==> src/rtl/llsr_consts.svh <==
// Constants of the lane link status register bank
// Included by the counter, the register bank and the bench; definitions only
`ifndef LLSR_CONSTS_SVH
`define LLSR_CONSTS_SVH
`define LLSR_IDX_LINK_PAGE 12'h300
`define LLSR_IDX_LANE0 12'h4b0
`define LLSR_IDX_LANE1 12'h4b1
`define LLSR_IDX_ERR_LIMIT 12'h4c0
`define LLSR_IDX_CNT_CTRL 12'h4c1
`define LLSR_IDX_IRQ_STAT 12'h4c2
`define LLSR_IDX_IRQ_MASK 12'h4c3
`define LLSR_BIT_DISP 7
`define LLSR_BIT_TABLE 6
`define LLSR_BIT_CTRLCH 5
`define LLSR_BIT_DESKEW 4
`define LLSR_BIT_ILAS 3
`define LLSR_BIT_CSUM 2
`define LLSR_BIT_FRAME 1
`define LLSR_BIT_CGS 0
`define LLSR_STATUS_RESET 8'h00
`define LLSR_LIMIT_RESET 8'hff
`define LLSR_CNT_TERMINAL 8'hff
`endif

==> src/rtl/llsr_pkg.sv <==
// Types shared by the lane link status register bank
package llsr_pkg;
    typedef struct packed {
        logic deskew_ok;
        logic ilas_ok;
        logic csum_ok;
        logic frame_ok;
        logic cgs_ok;
    } llsr_sync_type;
    typedef struct packed {
        logic disp_err;
        logic table_err;
        logic ctrl_err;
    } llsr_err_type;
    typedef enum logic [2:0] {
        ST_IDLE = 3'b001,
        ST_ACCESS = 3'b010,
        ST_DONE = 3'b100
    } llsr_apb_state_type;
endpackage

==> src/rtl/llsr_err_counter.sv <==
// One 8-bit lane error counter with hold option and threshold flag
// Assumes error pulses synchronous to pclk
`timescale 1ns/10ps
`default_nettype none
`include "llsr_consts.svh"
module llsr_err_counter
#(
    parameter int WIDTH = 8
)
(
    input wire logic pclk,
    input wire logic presetn,
    input wire logic err_pulse,
    input wire logic clear,
    input wire logic saturate,
    input wire logic [WIDTH-1:0] limit,
    output logic [WIDTH-1:0] count,
    output logic at_limit
);
    initial
    begin
        if (WIDTH != 8)
            $error("llsr_err_counter supports WIDTH 8 only");
    end
    logic [WIDTH-1:0] cnt_r;
    always_ff @(posedge pclk or negedge presetn)
    begin
        if (!presetn)
            cnt_r <= '0;
        else if (clear)
            cnt_r <= '0;
        else if (err_pulse && !(saturate && cnt_r == `LLSR_CNT_TERMINAL))
            cnt_r <= cnt_r + 8'h01;
    end
    assign count = cnt_r;
    assign at_limit = (cnt_r >= limit);
    a_cnt_hold: assert property (@(posedge pclk) disable iff (!presetn)
        saturate && !clear && cnt_r == `LLSR_CNT_TERMINAL
        |=> cnt_r == `LLSR_CNT_TERMINAL)
        else $error("counter left terminal count while held");
    a_cnt_roll: assert property (@(posedge pclk) disable iff (!presetn)
        !saturate && !clear && err_pulse && cnt_r == `LLSR_CNT_TERMINAL
        |=> cnt_r == 8'h00)
        else $error("counter did not roll over");
endmodule // llsr_err_counter
`default_nettype wire

==> src/rtl/llsr_lane_status.sv <==
// Lane link status register bank for two lanes and two links, APB slave
// Assumes status inputs and error pulses from receiver logic on pclk
//
// Notes on behaviour
// - Bit 7: disparity count at or above limit
// - Bit 6: table miss count at or above limit
// - Bit 5: control char count at or above limit
// - Bit 4: interlane deskew achieved
// - Bit 3: initial lane sync achieved
// - Bit 2: configuration checksum correct
// - Bit 1: frame sync achieved
// - Bit 0: code group sync achieved
// - Lane 0 layout equals lane 1 layout
// - Link page selects which link is read
// - Lane 1 status at 0x4b1, read-only, reset 0
// - Lane 0 status at 0x4b0, reset 0
// - Counters saturate at 0xff or roll over
`timescale 1ns/10ps
`default_nettype none
`include "llsr_consts.svh"
module llsr_lane_status
import llsr_pkg::*;
#(
    parameter int NUM_LINKS = 2,
    parameter int NUM_LANES = 2
)
(
    input wire logic pclk,
    input wire logic presetn,
    input wire logic psel,
    input wire logic penable,
    input wire logic pwrite,
    input wire logic [13:0] paddr,
    input wire logic [31:0] pwdata,
    output logic [31:0] prdata,
    output logic pready,
    output logic pslverr,
    input wire llsr_sync_type [NUM_LINKS*NUM_LANES-1:0] sync_in,
    input wire llsr_err_type [NUM_LINKS*NUM_LANES-1:0] err_in,
    output logic irq
);
    initial
    begin
        if (NUM_LINKS != 2 || NUM_LANES != 2)
            $error("llsr_lane_status supports two links of two lanes");
    end
    localparam int NCH = NUM_LINKS * NUM_LANES;

    logic link_page_r;
    logic [7:0] limit_r;
    logic [2:0] cnt_ctrl_r;
    logic [7:0] irq_stat_r;
    logic [7:0] irq_mask_r;
    logic [7:0] status_r [NCH];
    logic [7:0] status_nxt [NCH];
    logic [7:0] prev_r [NCH];
    logic [31:0] prdata_r;
    logic pready_r;
    logic pslverr_r;
    logic irq_r;
    llsr_apb_state_type state_r;

    logic [11:0] idx;
    logic acc;
    logic wr;
    logic mapped;
    logic [31:0] rd_val;
    logic [NCH-1:0] clr_cnt;
    logic [7:0] ev_set;
    logic [7:0] w1c;

    assign idx = paddr[13:2];
    assign acc = psel && penable && state_r == ST_ACCESS;
    // Writes land only at the completing edge, where pready is seen high
    assign wr = psel && penable && pready_r && pwrite;

    // Bit 0 clears link 0 counters, bit 1 link 1, bit 2 enables hold
    genvar g;
    generate
        for (g = 0; g < NCH; g++)
        begin : g_lane
            logic [7:0] c0;
            logic [7:0] c1;
            logic [7:0] c2;
            logic f0;
            logic f1;
            logic f2;
            assign clr_cnt[g] = wr && idx == `LLSR_IDX_CNT_CTRL
                && pwdata[g / NUM_LANES];
            llsr_err_counter #(.WIDTH(8)) u_disp (
                .pclk(pclk), .presetn(presetn), .err_pulse(err_in[g].disp_err),
                .clear(clr_cnt[g]), .saturate(cnt_ctrl_r[2]),
                .limit(limit_r), .count(c0), .at_limit(f0));
            llsr_err_counter #(.WIDTH(8)) u_table (
                .pclk(pclk), .presetn(presetn),
                .err_pulse(err_in[g].table_err),
                .clear(clr_cnt[g]), .saturate(cnt_ctrl_r[2]),
                .limit(limit_r), .count(c1), .at_limit(f1));
            llsr_err_counter #(.WIDTH(8)) u_ctrl (
                .pclk(pclk), .presetn(presetn), .err_pulse(err_in[g].ctrl_err),
                .clear(clr_cnt[g]), .saturate(cnt_ctrl_r[2]),
                .limit(limit_r), .count(c2), .at_limit(f2));
            always_comb
            begin
                status_nxt[g] = `LLSR_STATUS_RESET;
                status_nxt[g][`LLSR_BIT_DISP] = f0;
                status_nxt[g][`LLSR_BIT_TABLE] = f1;
                status_nxt[g][`LLSR_BIT_CTRLCH] = f2;
                status_nxt[g][`LLSR_BIT_DESKEW] = sync_in[g].deskew_ok;
                status_nxt[g][`LLSR_BIT_ILAS] = sync_in[g].ilas_ok;
                status_nxt[g][`LLSR_BIT_CSUM] = sync_in[g].csum_ok;
                status_nxt[g][`LLSR_BIT_FRAME] = sync_in[g].frame_ok;
                status_nxt[g][`LLSR_BIT_CGS] = sync_in[g].cgs_ok;
            end
            // Status follows the receiver and the counter flags; bus writes never land here
            always_ff @(posedge pclk or negedge presetn)
            begin
                if (!presetn)
                begin
                    status_r[g] <= `LLSR_STATUS_RESET;
                    prev_r[g] <= `LLSR_STATUS_RESET;
                end
                else
                begin
                    status_r[g] <= status_nxt[g];
                    prev_r[g] <= status_r[g];
                end
            end
        end
    endgenerate

    // APB handshake: setup, access, one cycle of answer
    always_ff @(posedge pclk or negedge presetn)
    begin
        if (!presetn)
            state_r <= ST_IDLE;
        else
        begin
            case (state_r)
                ST_IDLE:
                    if (psel && !penable)
                        state_r <= ST_ACCESS;
                ST_ACCESS:
                    if (psel && penable)
                        state_r <= ST_DONE;
                ST_DONE:
                    state_r <= ST_IDLE;
                default:
                    state_r <= ST_IDLE;
            endcase
        end
    end

    always_ff @(posedge pclk or negedge presetn)
    begin
        if (!presetn)
        begin
            link_page_r <= 1'b0;
            limit_r <= `LLSR_LIMIT_RESET;
            cnt_ctrl_r <= 3'h0;
            irq_mask_r <= 8'h00;
        end
        else if (wr)
        begin
            case (idx)
                `LLSR_IDX_LINK_PAGE: link_page_r <= pwdata[0];
                `LLSR_IDX_ERR_LIMIT: limit_r <= pwdata[7:0];
                `LLSR_IDX_CNT_CTRL: cnt_ctrl_r <= {pwdata[2], 2'b00};
                `LLSR_IDX_IRQ_MASK: irq_mask_r <= pwdata[7:0];
                default: ;
            endcase
        end
    end

    // Sticky events: loss of any sync bit on any lane, or threshold reached
    always_comb
    begin
        ev_set = 8'h00;
        for (int i = 0; i < NCH; i++)
        begin
            ev_set[i] = ev_set[i] | (|(prev_r[i][4:0] & ~status_r[i][4:0]));
            ev_set[i+4] = ev_set[i+4]
                | (|(status_r[i][7:5] & ~prev_r[i][7:5]));
        end
    end
    assign w1c = (wr && idx == `LLSR_IDX_IRQ_STAT) ? pwdata[7:0] : 8'h00;

    always_ff @(posedge pclk or negedge presetn)
    begin
        if (!presetn)
        begin
            irq_stat_r <= 8'h00;
            irq_r <= 1'b0;
        end
        else
        begin
            irq_stat_r <= (irq_stat_r & ~w1c) | ev_set;
            irq_r <= |(((irq_stat_r & ~w1c) | ev_set) & irq_mask_r);
        end
    end

    always_comb
    begin
        mapped = 1'b1;
        rd_val = 32'h0000_0000;
        case (idx)
            `LLSR_IDX_LINK_PAGE: rd_val = {31'h0, link_page_r};
            `LLSR_IDX_LANE0: rd_val = {24'h0, status_r[{link_page_r, 1'b0}]};
            `LLSR_IDX_LANE1: rd_val = {24'h0, status_r[{link_page_r, 1'b1}]};
            `LLSR_IDX_ERR_LIMIT: rd_val = {24'h0, limit_r};
            `LLSR_IDX_CNT_CTRL: rd_val = {29'h0, cnt_ctrl_r};
            `LLSR_IDX_IRQ_STAT: rd_val = {24'h0, irq_stat_r};
            `LLSR_IDX_IRQ_MASK: rd_val = {24'h0, irq_mask_r};
            default: mapped = 1'b0;
        endcase
    end

    always_ff @(posedge pclk or negedge presetn)
    begin
        if (!presetn)
        begin
            prdata_r <= 32'h0000_0000;
            pready_r <= 1'b0;
            pslverr_r <= 1'b0;
        end
        else
        begin
            pready_r <= acc;
            pslverr_r <= acc && !mapped;
            if (acc && !pwrite)
                prdata_r <= rd_val;
        end
    end

    assign prdata = prdata_r;
    assign pready = pready_r;
    assign pslverr = pslverr_r;
    assign irq = irq_r;

    a_lane1_disp: assert property (@(posedge pclk) disable iff (!presetn)
        ##1 status_r[1][7] == $past(g_lane[1].f0))
        else $error("lane 1 disparity flag wrong");
    a_lane0_table: assert property (@(posedge pclk) disable iff (!presetn)
        ##1 status_r[0][6] == $past(g_lane[0].c1 >= limit_r))
        else $error("lane 0 table flag wrong");
    a_lane1_ctrl: assert property (@(posedge pclk) disable iff (!presetn)
        ##1 status_r[1][5] == $past(g_lane[1].c2 >= limit_r))
        else $error("lane 1 control char flag wrong");
    a_deskew_bit: assert property (@(posedge pclk) disable iff (!presetn)
        ##1 status_r[2][4] == $past(sync_in[2].deskew_ok))
        else $error("deskew bit wrong");
    a_ilas_bit: assert property (@(posedge pclk) disable iff (!presetn)
        ##1 status_r[3][3] == $past(sync_in[3].ilas_ok))
        else $error("initial lane sync bit wrong");
    a_csum_bit: assert property (@(posedge pclk) disable iff (!presetn)
        ##1 status_r[0][2] == $past(sync_in[0].csum_ok))
        else $error("checksum bit wrong");
    a_frame_cgs: assert property (@(posedge pclk) disable iff (!presetn)
        ##1 status_r[1][1:0] == $past({sync_in[1].frame_ok,
        sync_in[1].cgs_ok}))
        else $error("frame or code group bit wrong");
    a_page_read: assert property (@(posedge pclk) disable iff (!presetn)
        acc && !pwrite && idx == `LLSR_IDX_LANE1
        |=> pready && prdata[7:0] == $past(status_r[{link_page_r, 1'b1}])
        && prdata[31:8] == 24'h0)
        else $error("paged lane 1 read wrong");
    a_ro_write: assert property (@(posedge pclk) disable iff (!presetn)
        wr && idx == `LLSR_IDX_LANE0 |-> pready && !pslverr)
        else $error("status write not absorbed");
    a_irq_level: assert property (@(posedge pclk) disable iff (!presetn)
        ##1 irq == |($past(irq_stat_r & ~w1c | ev_set) & $past(irq_mask_r)))
        else $error("interrupt level wrong");
    c_read_lane0: cover property (@(posedge pclk)
        acc && !pwrite && idx == `LLSR_IDX_LANE0);
    c_page1: cover property (@(posedge pclk) link_page_r && acc && !pwrite);
    c_irq: cover property (@(posedge pclk) irq);
    c_bad_addr: cover property (@(posedge pclk) pslverr);
endmodule // llsr_lane_status
`default_nettype wire

==> config.mk <==
export PLATFORM = sky130hd
export DESIGN_NAME = llsr_lane_status
export DESIGN_NICKNAME = d
export VERILOG_FILES = /design/src/rtl/llsr_pkg.sv /design/src/rtl/llsr_err_counter.sv /design/src/rtl/llsr_lane_status.sv
export VERILOG_INCLUDE_DIRS = /design/src /design/src/rtl
export SDC_FILE = /design/constraint.sdc
export NUM_CORES = 1
export LEC_CHECK = 0
export BUFFER_PORTS_ARGS = -buffer_cell sky130_fd_sc_hd__buf_2
export CAP_MARGIN = 0
export CORE_ASPECT_RATIO = 1.2
export CORE_MARGIN = 3
export CORE_UTILIZATION = 45
export CTS_CLUSTER_DIAMETER = 40
export CTS_CLUSTER_SIZE = 25
export DETAILED_ROUTE_END_ITERATION = 12
export GPL_TIMING_DRIVEN = 0
export PLACE_DENSITY_LB_ADDON = 0.3
export REMOVE_ABC_BUFFERS = 1
export SKIP_LAST_GASP = 1
export SLEW_MARGIN = 40
export SYNTH_ARGS = -nofsm -noshare
export SYNTH_HDL_FRONTEND = slang
export SYNTH_HIERARCHICAL = 1
export SYNTH_SLANG_ARGS = --single-unit
==> constraint.sdc <==
create_clock -name pclk -period 6.1 [get_ports pclk]
set_input_delay 0.61 -clock pclk [delete_from_list [all_inputs] [get_ports pclk]]
set_output_delay 0.61 -clock pclk [all_outputs]
set_load 0.02 [all_outputs]
# Word-level counts from Yosys, hierarchy flattened
# Cells that the tools add are included.
[word_totals]
ff_bits = 224
out_inout_bits = 35
mem_bits_ro = 0
latchBits = 0
ramBits = 0
mem_count = 0
[classes]
n_bitwise = 22
multipliers = 0
div = 0
shifts = 0
n_reduce_logical = 77
n_eq_ne = 23
mux = 36
n_addsub = 12
magnitude_cmp = 14
[op_table]
columns = ["cell", "count"]
rows = [
  ["2-to-1 mux 8 bit", 29],
  ["adder 8 x 1 -> 8 bit (second input constant)", 12],
  ["== test 8 bit (second input constant)", 12],
  [">= comparator 8 bit", 12],
  ["== test 12 x 11 -> 1 bit (second input constant)", 6],
  ["one-hot mux 8 bit (7 select lines)", 1],
  ["logical AND 1 bit", 35],
  ["binary-select mux 8 bit (select 2 bit)", 2],
  ["nonzero test 2 bit", 12],
  ["bitwise AND 5 bit", 4],
  ["inverter 5 bit", 4],
  ["OR reduction 5 bit", 4],
  ["bitwise AND 8 bit", 2],
  ["logical NOT 1 bit", 15],
  ["bitwise AND 3 bit", 4],
  ["== test 12 x 10 -> 1 bit (second input constant)", 1],
  ["inverter 3 bit", 4],
  ["OR reduction 3 bit", 4],
  ["AND reduction 2 bit", 5],
  ["inverter 8 bit", 1],
  ["OR 8 bit", 1],
  ["OR reduction 8 bit", 1],
  ["OR reduction 7 bit", 1],
  [">= comparator 3 bit (second input constant)", 2],
  ["other kinds (7)", 10],
]

# Depth between registers and ports, before layout
[logic_depth]
depth_word = 10
mapped_depth = 8
mapped_depth_nobuf = 7

# By module
# Netlist, hierarchy kept.
[by_module_without_submodules]
columns = ["module", "n_inst", "seq_area_each_um2", "cells_each", "area_each_um2"]
rows = [
  ["llsr_err_counter (g_lane[0].u_ctrl ...)", 11, 200.2, 71, 670.6],
  ["llsr_lane_status", 1, 2613.8, 341, 4266.6],
  ["llsr_err_counter (g_lane[2].u_table)", 1, 200.2, 70, 674.4],
]

# Least setup slack after synthesis
# No wires, ideal clock.
[synth_timing]
path_type = "in2reg"
from = "input paddr[6]"
to = "register g_lane[2].u_table.cnt_r[0]"
path_buffers = 1
arrival_time_ps = 2700
path_stages = 8
slack_ps = 3275
t_required_ps = 5975
cell_sequence = "or3b_2 nor2_4 inv_1 nor4_1 and2_1 dlymetal6s2s_1 nor2_1 mux2_4"
[synth_via]
elab_chain_cells = 4
elab_cells_between_ends = 5
cone_classes = "eq/ne (1); mux (1); reduce/logical (3)"
[synth_rtl]
columns = ["item", "line_no", "source"]
rows = [
  ["from (decl)", "llsr_lane_status.sv:33", "input wire logic [13:0] paddr,"],
  ["== test 12 x 11 -> 1 bit *", "n/a", ""],
  ["logical AND 1 bit (no line) *", "n/a", ""],
  ["logical AND 1 bit *", "llsr_lane_status.sv:88", "assign clr_cnt[g] = wr && idx == `LLSR_IDX_CNT_CTRL"],
  ["via clr_cnt[2]", "llsr_lane_status.sv:68", "logic [NCH-1:0] clr_cnt;"],
  ["2-to-1 mux 8 bit / nonzero test 2 bit (equally long branches)", "n/a", ""],
  ["to (signal assigned)", "llsr_err_counter.sv:33", "cnt_r <= cnt_r + 8'h01;"],
  ["to (decl)", "llsr_err_counter.sv:25", "logic [WIDTH-1:0] cnt_r;"],
]
# The timed path passes the listed nets; every way through them passes the cells marked *.
# A chain may end at the register's enable or synchronous reset.

# Worst setup path after layout
[layout_timing]
from = "input paddr[6]"
to = "register g_lane[0].u_table.cnt_r[0]"
[layout_via]
elab_chain_cells = 4
elab_cells_between_ends = 5
cone_classes = "eq/ne (1); mux (1); reduce/logical (3)"
[layout_rtl]
columns = ["item", "line_no"]
rows = [
  ["== test 12 x 11 -> 1 bit *", "n/a"],
  ["logical AND 1 bit (no line) *", "n/a"],
  ["logical AND 1 bit *", "llsr_lane_status.sv:88"],
  ["via clr_cnt[0]", "llsr_lane_status.sv:68"],
  ["2-to-1 mux 8 bit / nonzero test 2 bit (equally long branches)", "n/a"],
  ["to (signal assigned)", "llsr_err_counter.sv:33"],
  ["to (decl)", "llsr_err_counter.sv:25"],
]
# Marked as above.

==> flow_metrics.env <==
export IMPL_firstDrtPassIters=5
export IMPL_r2r_end="g_lane[0].u_table/count[0]"
export IMPL_synthFlopType="dfrtp_1"
export IMPL_finClkSkew_ns=0.01464
export IMPL_yosysWarningCount=6
export IMPL_wl_per_cell_um=17.28
export IMPL_arrival_ns=3.23
export IMPL_cts_buffers=17
export IMPL_reg2reg_depth=8
export IMPL_grt_usage_pct=18.87
export IMPL_use_met1_pct=24.53
export IMPL_timing_fmax_mhz=345.3
export IMPL_rsz0062_at_grt="no"
export IMPL_antenna_found_initial=1
export IMPL_postCtsSetupRepairBufs=0
export IMPL_first_iter_violations=444
export IMPL_finalInstanceArea_um2=13580
export IMPL_grt_use_met3_pct=3.402
export IMPL_postRouteWirelength_mm=27.64
export IMPL_busiest_layer="met2"
export IMPL_holdCritPathClass="input port to asynchronous set/reset pin"
export IMPL_coreArea_um2=26590
export IMPL_numClockSinks=200
export IMPL_ys_types=69
export IMPL_layout_area_overhead_vs_synth_pct=10.25
export IMPL_clockRootBuffer="clkbuf_16"
export IMPL_dieArea_um2=29400
export IMPL_regArea_um2=5019
export IMPL_grt_first_pass_wirelength_mm=45.51
export IMPL_synthCells=1192
export IMPL_cts_hold_buffers_added=0
export IMPL_crit_type="input port to flip-flop"
export IMPL_status="completed"
export IMPL_fillers=2438
export IMPL_use_met2_pct=31.96
export IMPL_antenna_cells=0
export IMPL_cts_buffer_depth=2
export IMPL_cp_end_kind="flip-flop"
export IMPL_tritoncts="done"
export IMPL_worst_pin_slew_ns=0.7164
export IMPL_gp_congestion=0.8201
export IMPL_layout_nets=1442
export IMPL_dpl_hpwl_mm=18.94
export IMPL_rows=65
export IMPL_timing_final_hold_violations=0
export IMPL_post_dp_cell_area_um2=12950
export IMPL_setup_viol=0
export IMPL_clk_pin_slew_ns=0.08
export IMPL_start_util_pct=46.32
export IMPL_port_buffers=67
export IMPL_finalSetupTns_ns=0
export IMPL_seq_area_frac_synth_pct=40.72
export IMPL_async_flop_share_pct=100.0
export IMPL_cp_start_kind="input port"
export IMPL_synth_seq_cells=200
export IMPL_slew_viol_final=0
export IMPL_finish_utilization_pct=51.07
export IMPL_remaining_drc_errors=0
export IMPL_cp_data_required_time_ns=6.43
export IMPL_min_period_ns=2.896
export IMPL_htree_levels=4
export IMPL_grt_remaining_overflow=0
export IMPL_cts_resized=0
export IMPL_period_share_pct=47.47
export IMPL_ioPinCount=118
export IMPL_viasPerCell=5.803
export IMPL_die_w_um=157.0
export IMPL_fp_dieH_um=187.2
export IMPL_powerDensity_nw_per_um2=369.3
export IMPL_multiInputGateArea_um2=6541
export IMPL_r2r_slack_ns=3.31
export IMPL_num_vias=9279
export IMPL_avgSynthCellArea_um2=10.33
export IMPL_cp_max_fo=39
export IMPL_drv_cap=0
export IMPL_syn_area_um2=12320
export IMPL_clkLatencyLatePin_ns=0.45
export IMPL_relSlewSlack_pct=52.19
export IMPL_p_leak_nw=5.837
export IMPL_reg2reg_from="pready"
export IMPL_crit_path_end="g_lane[0].u_table/count[0]"
export IMPL_first_global_vias=9087
export IMPL_cp_startpoint="paddr[6]"
export IMPL_drive_gt1_share_pct=19.46
export IMPL_ant_nets=0
export IMPL_synth_edff_count=0
export IMPL_grt_max_degree=66
export IMPL_worst_ir_drop_vdd_mv=0.2084
[synthesized netlist by cell type (4+ instances only)]
cell type	n	share of area [%]
and2_1	15	0.76
a22oi_1	4	0.24
a21oi_1	66	2.7
a21o_1	15	0.91
o22ai_1	6	0.30
buf_4	24	1.5
o221ai_1	8	0.57
a2111oi_0	12	0.85
nand4_1	27	1.4
dfstp_2	9	1.9
mux2_2	29	2.7
mux2_4	13	1.6
inv_1	134	4.1
nor3_1	18	0.73
and3_2	13	0.79
mux2i_1	26	2.1
a311oi_1	24	1.7
a31oi_1	16	0.81
a221oi_1	17	1.2
dfrtp_1	191	39
a211oi_1	12	0.73
and4_2	25	2.0
clkbuf_1	12	0.37
and3_1	23	1.2
a21boi_0	12	0.73
nand3_1	5	0.20
buf_2	12	0.49
o21ai_0	18	0.73
nand2b_1	53	2.7
a31oi_4	11	1.9
nor2b_1	19	0.96
ha_1	108	11
nand4_2	11	1.1
or3_1	14	0.71
or3_2	11	0.67
nor2_1	53	1.6
nand2_1	45	1.4
o2111ai_1	12	0.85
o31ai_1	25	1.5
[cells by family after synthesis]
| family | after synthesis | share of synthesized area, % |
|---|---|---|
| flops | 200 | 40.72 |
| simple gates | 351 | 17.62 |
| mux | 70 | 6.714 |
| compound gates | 273 | 16.89 |
| buf+inv | 189 | 7.049 |
| fa+ha+maj | 108 | 10.97 |
| other cells | 1 | 0.03044 |
[final cells by class]
type	instances	share of cell area, %
repair buffers	72	3.501
clock buffers	18	3.160
flip-flops and latches	200	36.95
multi-input cells	826	48.17
well taps	335	3.086
inverters	134	3.704
clock inverters	14	1.428
[how the worst min path moves through the flow]
stage / end / depth (start not counted) / from / slack [ns]
floorplan: cnt_ctrl_r[2] / 0 / presetn / 0.31
global placement: prev_r[0] / 0 / status_r[0] / 0.38
detailed placement: prev_r[13] / 0 / status_r[13] / 0.38
CTS: status_r[8] / 1 / presetn / 0.05
global route: status_r[8] / 1 / presetn / 0.07
finish: status_r[8] / 1 / presetn / 0.05
[stage by stage]
| step | setup slack, ns | power [mW] | hold slack (ns) | instances |
|---|---|---|---|---|
| 2_1_floorplan | 2.719 | 3.342 | 0.3144 | 1160 |
| 6_report | 3.204 | 5.015 | 0.05188 | 1599 |
| 5_1_grt | 3.070 | 5.439 | 0.06503 | 1599 |
| 4_1_cts | 3.223 | 5.058 | 0.05462 | 1599 |
| 3_3_place_gp | 0.9576 | 3.746 | 0.3814 | 1562 |
| 3_5_place_dp | 2.757 | 3.839 | 0.3837 | 1567 |
[state kept, by name, indices dropped and copies added, names as in the netlist, 3 cells and up]
signal / cells
g_lane.u_ctrl/count: 32
g_lane.u_disp/count: 32
g_lane.u_table/count: 32
irq_mask_r: 8
irq_stat_r: 8
limit_r: 8
prdata: 8
prev_r: 32
state_r: 3
status_r: 32
[layer usage]
| layer | up-vias | wire [um] |
|---|---|---|
| met3 | 42 | 1033 |
| met1 | 4587 | 12300 |
| met2 | 173 | 13700 |
| met4 | 2 | 593 |
| li1 | 4475 | - |
| met5 | - | 13 |
[cells in the final DEF, fill, tap and decap left out, types with 6 or more instances in the layout]
cell type	instances
dfrtp_1	189
inv_1	134
ha_1	108
a21oi_1	66
buf_2	66
nand2b_1	53
nor2_1	52
nand2_1	45
mux2_2	29
nand4_1	27
mux2i_1	26
o31ai_1	25
and4_2	25
conb_1	24
a311oi_1	24
and3_1	23
nor2b_1	19
o21ai_0	18
nor3_1	17
a221oi_1	17
clkbuf_16	17
a31oi_1	16
a21o_1	15
or3_1	14
and3_2	13
and2_1	13
mux2_4	13
o2111ai_1	12
a2111oi_0	12
a211oi_1	12
a21boi_0	12
nand4_2	11
or3_2	11
a31oi_4	11
dfstp_2	9
o221ai_1	8
o22ai_1	6
[worst max-delay path, stage by stage]
cell and delay, ns:
buf_2 0.12, or3b_2 0.52, nor2_4 0.23, inv_1 0.06, nor4_1 0.55, and2_4 0.53
buf_16 0.23, nor2_1 0.07, mux2_4 0.26
[power by group]
part	switching [mW]	internal, mW
clock network	0.597	0.599
registers	0.528	1.70
logic	0.758	0.829
total	1.88	3.13
Note: power is estimated with default switching activity, not from simulation.
